[src/logic/ser_pkg.sv]
package ser_pkg;

  // ----------------------------------------
  // Widths
  // ----------------------------------------
  localparam int SER_W = 8;

  // ----------------------------------------
  // Event status bit positions
  // ----------------------------------------
  localparam int SER_EV_POWER_UP = 7;
  localparam int SER_EV_USER_REQ = 6;
  localparam int SER_EV_CMD_ERR = 5;
  localparam int SER_EV_ACT_FAIL = 4;
  localparam int SER_EV_DEV_ERR = 3;
  localparam int SER_EV_QRY_ERR = 2;
  localparam int SER_EV_CTL_REQ = 1;
  localparam int SER_EV_OP_DONE = 0;

  // ----------------------------------------
  // Error flag bit positions
  // ----------------------------------------
  localparam int SER_ER_SPARE = 7;
  localparam int SER_ER_LEN = 6;
  localparam int SER_ER_HDR = 5;
  localparam int SER_ER_FMT = 4;
  localparam int SER_ER_RNG = 3;
  localparam int SER_ER_UNX = 2;
  localparam int SER_ER_LNK = 1;
  localparam int SER_ER_BKP = 0;

  // ----------------------------------------
  // Status byte positions
  // ----------------------------------------
  localparam int SER_STB_EVENT_SUM = 5;
  localparam int SER_STB_MASTER = 6;

  // ----------------------------------------
  // Reset values and masks of implemented bits
  // ----------------------------------------
  localparam logic [SER_W-1:0] SER_ZERO = 8'h00;
  localparam logic [SER_W-1:0] SER_EV_USED = 8'hBD;
  localparam logic [SER_W-1:0] SER_ER_USED = 8'h7F;
  localparam logic SER_POWER_UP_RST = 1'b1;

  typedef enum logic [1:0] {
    SER_DONE_IDLE = 2'b01,
    SER_DONE_WAIT = 2'b10
  } ser_done_state_t;

endpackage : ser_pkg

[src/logic/ser_status_event.sv]
// Function
// - Event summary bit is set when any enabled event status bit is set.
// - Event status clears at power-up, clear-status and error readout query.
// - Power-on flag, top bit, set at power-up or after supply outage recovery.
// - Command errors set command flag; input ignored until next terminator.
// - Out-of-range, unappliable or blocked commands set execution error flag.
// - Other failures such as internal anomalies set device-dependent flag.
// - Queue overflow, loss or GP-IB empty read set query flag, flush queue.
// - Operation-complete bit set only after all earlier messages finished.
// - Eight-bit enable mask selects which event bits feed the summary.
// - Error register feeds command, execution, device and query bits unmasked.
// - Clear-status clears event status, error register and the operation-complete wait together.
// - Overlong message sets error bit 6; all error bits clear on read.
// - Unrecognised header sets error bit 5.
// - Too many or unrecognised parameters set error bit 4.
// - Parameter outside range sets error bit 3.
// - Unexecutable command sets error bit 2.
// - Internal link fault sets error bit 1, corrupt backup memory bit 0.
// - Enabled status byte bit sets master summary bit 6 and service request.
`timescale 1ns/100ps

module ser_status_event #(
  parameter int WIDTH = ser_pkg::SER_W
) (
  // Clock and reset
  input wire logic clk,
  input wire logic sys_rst,
  // Commands from the parser
  input wire logic clear_status,
  input wire logic error_query,
  input wire logic complete_cmd,
  input wire logic enable_write,
  input wire logic [WIDTH-1:0] enable_wdata,
  input wire logic terminator_seen,
  input wire logic ops_busy,
  input wire logic power_restored,
  // Parse and execution faults, one-cycle pulses
  input wire logic cmd_syntax_error,
  input wire logic exec_error,
  input wire logic device_error,
  input wire logic overlong_message,
  input wire logic header_fault,
  input wire logic format_fault,
  input wire logic range_fault,
  input wire logic unexecutable_cmd,
  input wire logic internal_link_fault,
  input wire logic backup_corrupt,
  // Output queue conditions
  input wire logic queue_overflow,
  input wire logic queue_data_lost,
  input wire logic empty_queue_read,
  input wire logic link_is_gpib,
  // Status byte link
  input wire logic [WIDTH-1:0] status_byte_in,
  input wire logic [WIDTH-1:0] srq_enable,
  // Register views
  output logic [WIDTH-1:0] event_status,
  output logic [WIDTH-1:0] event_status_enable,
  output logic [WIDTH-1:0] error_read_data,
  // Summary and side effects
  output logic event_summary_bit,
  output logic master_summary,
  output logic service_request,
  output logic flush_output_queue,
  output logic skip_to_terminator
);
  import ser_pkg::*;

  if (WIDTH != SER_W) begin : g_width_check
    $error("ser_status_event: WIDTH must be 8");
  end

  function automatic logic any_enabled(input logic [SER_W-1:0] bits, input logic [SER_W-1:0] mask);
    any_enabled = |(bits & mask);
  endfunction : any_enabled

  // ----------------------------------------
  // Event sources
  // ----------------------------------------
  logic [SER_W-1:0] ev_reg, ev_next, ev_set;
  logic [SER_W-1:0] er_reg, er_next, er_set;
  logic [SER_W-1:0] mask_reg, mask_next;
  logic [SER_W-1:0] rd_reg, rd_next;
  logic boot_reg, boot_next;
  logic wipe;
  logic cmd_err;
  logic qry_err;
  logic done_pulse;

  assign cmd_err = cmd_syntax_error | header_fault | format_fault;
  // queue faults, empty read counts on GP-IB only
  assign qry_err = queue_overflow | queue_data_lost | (empty_queue_read & link_is_gpib);
  assign wipe = clear_status | error_query;

  always_comb begin
    er_set = SER_ZERO;
    er_set[SER_ER_LEN] = overlong_message;
    er_set[SER_ER_HDR] = header_fault;
    er_set[SER_ER_FMT] = format_fault;
    er_set[SER_ER_RNG] = range_fault;
    er_set[SER_ER_UNX] = unexecutable_cmd;
    er_set[SER_ER_LNK] = internal_link_fault;
    er_set[SER_ER_BKP] = backup_corrupt;
  end

  always_comb begin
    ev_set = SER_ZERO;
    ev_set[SER_EV_POWER_UP] = boot_reg | power_restored;
    ev_set[SER_EV_CMD_ERR] = cmd_err | er_set[SER_ER_HDR] | er_set[SER_ER_FMT];
    ev_set[SER_EV_ACT_FAIL] = exec_error | er_set[SER_ER_RNG] | er_set[SER_ER_UNX];
    ev_set[SER_EV_DEV_ERR] = device_error | er_set[SER_ER_LNK] | er_set[SER_ER_BKP];
    ev_set[SER_EV_QRY_ERR] = qry_err | er_set[SER_ER_LEN];
    ev_set[SER_EV_OP_DONE] = done_pulse;
  end

  // ----------------------------------------
  // Register next values
  // ----------------------------------------
  always_comb begin
    // new events beat a clear in the same cycle
    ev_next = ((wipe ? SER_ZERO : ev_reg) | ev_set) & SER_EV_USED;
    // read or clear-status empties errors, set still wins
    er_next = ((wipe ? SER_ZERO : er_reg) | er_set) & SER_ER_USED;
    mask_next = enable_write ? enable_wdata : mask_reg;
    // Read data holds the value seen by the query
    rd_next = error_query ? er_reg : rd_reg;
    boot_next = 1'b0;
  end

  always_ff @(posedge clk or posedge sys_rst) begin
    if (sys_rst) begin
      ev_reg <= SER_ZERO;
      er_reg <= SER_ZERO;
      mask_reg <= SER_ZERO;
      rd_reg <= SER_ZERO;
      boot_reg <= SER_POWER_UP_RST;
    end else begin
      ev_reg <= ev_next;
      er_reg <= er_next;
      mask_reg <= mask_next;
      rd_reg <= rd_next;
      boot_reg <= boot_next;
    end
  end

  // ----------------------------------------
  // Operation-complete wait
  // ----------------------------------------
  ser_done_state_t done_reg, done_next;

  always_comb begin
    done_next = done_reg;
    done_pulse = 1'b0;
    unique case (done_reg)
      SER_DONE_IDLE: begin
        if (complete_cmd) begin
          done_next = SER_DONE_WAIT;
        end
      end
      SER_DONE_WAIT: begin
        if (clear_status) begin
          done_next = SER_DONE_IDLE;
        end else if (!ops_busy) begin
          done_pulse = 1'b1;
          done_next = SER_DONE_IDLE;
        end
      end
      // Upset codes drop the wait rather than lock it up
      default: begin
        done_next = SER_DONE_IDLE;
      end
    endcase
  end

  always_ff @(posedge clk or posedge sys_rst) begin
    if (sys_rst) begin
      done_reg <= SER_DONE_IDLE;
    end else begin
      done_reg <= done_next;
    end
  end

  // ----------------------------------------
  // Summaries and side effects
  // ----------------------------------------
  logic sum_reg, sum_next;
  logic master_reg, master_next;
  logic srq_reg, srq_next;
  logic flush_reg, flush_next;
  logic skip_reg, skip_next;
  logic [SER_W-1:0] stb_view;

  always_comb begin
    // summary built from the next event bits and mask, in step with the registers
    sum_next = any_enabled(ev_next, mask_next);
    // Master bit excluded from its own sum to avoid a loop
    stb_view = status_byte_in;
    stb_view[SER_STB_EVENT_SUM] = sum_next;
    stb_view[SER_STB_MASTER] = 1'b0;
    // master summary and request on a rise
    master_next = any_enabled(stb_view, srq_enable);
    srq_next = master_next & ~master_reg;
    flush_next = qry_err;
    // skip to terminator, a new error wins
    skip_next = cmd_err | (skip_reg & ~terminator_seen);
  end

  always_ff @(posedge clk or posedge sys_rst) begin
    if (sys_rst) begin
      sum_reg <= 1'b0;
      master_reg <= 1'b0;
      srq_reg <= 1'b0;
      flush_reg <= 1'b0;
      skip_reg <= 1'b0;
    end else begin
      sum_reg <= sum_next;
      master_reg <= master_next;
      srq_reg <= srq_next;
      flush_reg <= flush_next;
      skip_reg <= skip_next;
    end
  end

  assign event_status = ev_reg;
  assign event_status_enable = mask_reg;
  assign error_read_data = rd_reg;
  assign event_summary_bit = sum_reg;
  assign master_summary = master_reg;
  assign service_request = srq_reg;
  assign flush_output_queue = flush_reg;
  assign skip_to_terminator = skip_reg;
endmodule : ser_status_event

[config.mk]
export PLATFORM = sky130hd
export DESIGN_NAME = ser_status_event
export DESIGN_NICKNAME = d
export VERILOG_FILES = /design/src/logic/ser_pkg.sv /design/src/logic/ser_status_event.sv
export SDC_FILE = /design/constraint.sdc
export NUM_CORES = 1
export LEC_CHECK = 0
export BUFFER_PORTS_ARGS = -buffer_cell sky130_fd_sc_hd__buf_2
export CORE_MARGIN = 5
export CORE_UTILIZATION = 44
export DETAILED_ROUTE_END_ITERATION = 16
export MAX_ROUTING_LAYER = met4
export PLACE_DENSITY = 0.78
export SYNTH_ARGS = -nofsm -noshare
export SYNTH_HDL_FRONTEND = slang
export SYNTH_SLANG_ARGS = --single-unit
[constraint.sdc]
create_clock -name clk -period 1.71 [get_ports clk]
set_input_delay 0.342 -clock clk [delete_from_list [all_inputs] [get_ports clk]]
set_output_delay 0.342 -clock clk [all_outputs]
set_load 0.02 [all_outputs]
==> flow_metrics.env <==
export IMPL_io_pins=76
export IMPL_die_x_microns=67.6
export IMPL_maxCapViolCount=0
export IMPL_ys_types=30
export IMPL_core_area_sq_um=3280
export IMPL_insertion_delay_ns=0.35
export IMPL_cts_buffers=5
export IMPL_place_detailed_hpwl_microns=2630
export IMPL_status="finished, final reports clean"
export IMPL_clock_path_buffers=2
export IMPL_io_buffers=69
export IMPL_drt_iter0_drc=31
export IMPL_path_clk_slew_ns=0.11
export IMPL_row_count=21
export IMPL_synth_xor_area_share_pct=0
export IMPL_clockRootBuffer="clkbuf_4"
export IMPL_gp_congestion=0.763
export IMPL_grt_max_degree=20
export IMPL_cts_tree="done"
export IMPL_wire_per_inst_microns=13.9
export IMPL_place_area_sq_um=1870
export IMPL_synth_compound_area_share_pct=14.9
export IMPL_final_setup_tns_ns=0
export IMPL_ys_seq_elements=36
export IMPL_dp_slack_ns=0.0642
export IMPL_holdWs_ns=0.0138
export IMPL_syn_inst=98
export IMPL_crit_arrival_ns=1.70
export IMPL_grt_pass1_wl_microns=4990
export IMPL_vdd_ir_drop_max_mv=0.491
export IMPL_yosysTopAreaCell="dfrtp_1"
export IMPL_grt_pass1_vias=1151
export IMPL_ant_nets=0
export IMPL_worst_path_max_fanout=3
export IMPL_design_area_sq_um=1950
export IMPL_synth_top_area_share_pct=58.3
export IMPL_insertedDiodeCount=0
export IMPL_routed_wl_microns=3110
export IMPL_drive_above_1_share_pct=55.6
export IMPL_leakage_uw=0.000941
export IMPL_startpoint_type="register"
export IMPL_drcViolationCount=0
export IMPL_max_freq_ghz=0.674
export IMPL_area_delta_synth_final_pct=33.4
export IMPL_cp_end_kind="register"
export IMPL_start_util_pct=44.4
export IMPL_largest_reg_flops=8
export IMPL_min_path_type="in -> async"
export IMPL_final_common_cell="buf_2"
export IMPL_fin_cells=224
export IMPL_syn_area_per_cell_sq_um=14.9
export IMPL_synth_fa_ha_area_share_pct=0
export IMPL_antenna_found_initial=0
export IMPL_worst_slack_ns=0.227
export IMPL_yosys_warnings=0
export IMPL_synthSimpleGateAreaFrac_pct=7.20
export IMPL_synth_top_family_by_area="compound AO/OA/AOI/OAI gates"
export IMPL_fin_crit_ns=1.48
export IMPL_rsz0062_at_grt="no"
export IMPL_viasPerCell=4.91
export IMPL_synthMuxAreaShare_pct=11.8
export IMPL_powerDensity_nw_per_um2=961
export IMPL_ys_seq_area_share_pct=61.9
export IMPL_finClkSkew_ns=0.00925
export IMPL_vias=1100
export IMPL_hold_viol=0
export IMPL_setup_viol=0
export IMPL_ctsHoldBuffers=0
export IMPL_nets=224
export IMPL_slew_violations=0
export IMPL_crit_required_ns=1.93
export IMPL_cts_setup_buffers=0
export IMPL_fp_dieArea_sq_um=4570
export IMPL_die_y_microns=67.6
export IMPL_critPathKind="reg -> reg"
export IMPL_synth_area_leaders="dfrtp_1 58%, mux2_2 6.2%, mux2_1 4.6%"
export IMPL_syn_area_sq_um=1460
export IMPL_cts_htree_levels=2
export IMPL_final_cell_mix="69 x buf_2, 34 x dfrtp_1, 8 x mux2_2, 8 x a21o_1, 6 x mux2_1"
export IMPL_grt_usage_pct=15.6
export IMPL_dr_pass1_iters=4
export IMPL_cts_resized=0
export IMPL_dpl_cell_count=216
export IMPL_globalRoute_totalOverflow=0
export IMPL_timing_final_crit_share_pct=86.8
export IMPL_cts_sinks=36
==> metal layers <==
metal | up-vias | GRT usage (%) | share of wire [%]
met5 | - | - | 0
met4 | 0 | 11.4 | 3.5
met3 | 9 | 3.66 | 9.0
met2 | 56 | 24.3 | 47
met1 | 521 | 17.5 | 40
li1 | 514 | - | -
==> logic make-up after synthesis <==
logic type | count (synthesis)
flip-flops | 36
multiplexers | 15
other | 1
AO/OA/AOI/OAI | 23
buffers and inverters | 8
AND/OR/NAND/NOR | 15
==> worst paths after layout <==
kind | start | endpoint | slack (ns) | depth (start not counted)
worst max register to register | event_status[4] | service_request | 0.23 | 4
worst min register to register | master_summary | service_request | 0.44 | 1
min in group clk | terminator_seen | skip_to_terminator | 0.16 | 2
max in group asynchronous | sys_rst | done_reg[0] | 1.43 | 3
worst min-delay path | sys_rst | event_status[5] | 0.01 | 3
worst max-delay path | event_status[4] | service_request | 0.23 | 4
==> Yosys cell counts (all sizes together) <==
master	count
a2111oi	1
a211o	3
a211oi	1
a21boi	1
a21o	8
a21oi	1
a221oi	1
a22oi	4
buf	5
conb	1
dfrtp	34
dfstp	2
inv	3
mux2	15
nand2	3
nand3	1
nand3b	1
nand4bb	1
nor2	2
nor3	1
nor3b	2
nor4b	1
o21ai	1
o41a	2
or3b	1
or4	2
==> metrics by stage <==
stage	utilization (%)	power (uW)
2_1_floorplan	-	1170
3_3_place_gp	56.8	1290
3_5_place_dp	56.8	1310
4_1_cts	59.2	1900
5_1_grt	59.2	1970
6_report	59.2	1870
==> worst max-delay path, stage by stage, from the launching register on <==
cell and delay, ns:
dfrtp_1 0.39, nor3b_1 0.14, o41a_1 0.36, a2111oi_4 0.34
a211oi_1 0.12
==> final cells by class <==
class | count | area, sq um
fillers | 291 | 1340
flip-flops and latches | 36 | 903
clock inverters | 3 | 42.5
clock buffers | 5 | 37.5
inverters | 3 | 11.3
well taps | 46 | 57.6
multi-input cells | 57 | 510
repair buffers | 74 | 383
==> power by group <==
| group | internal (uW) | switching (uW) | leakage [uW] | total (uW) |
|---|---|---|---|---|
| logic | 147 | 184 | 0.000502 | 331 |
| clock network | 305 | 280 | 0.0000412 | 585 |
| registers | 922 | 32.1 | 0.000398 | 954 |
No activity file was read; power rests on OpenSTA's default activity.
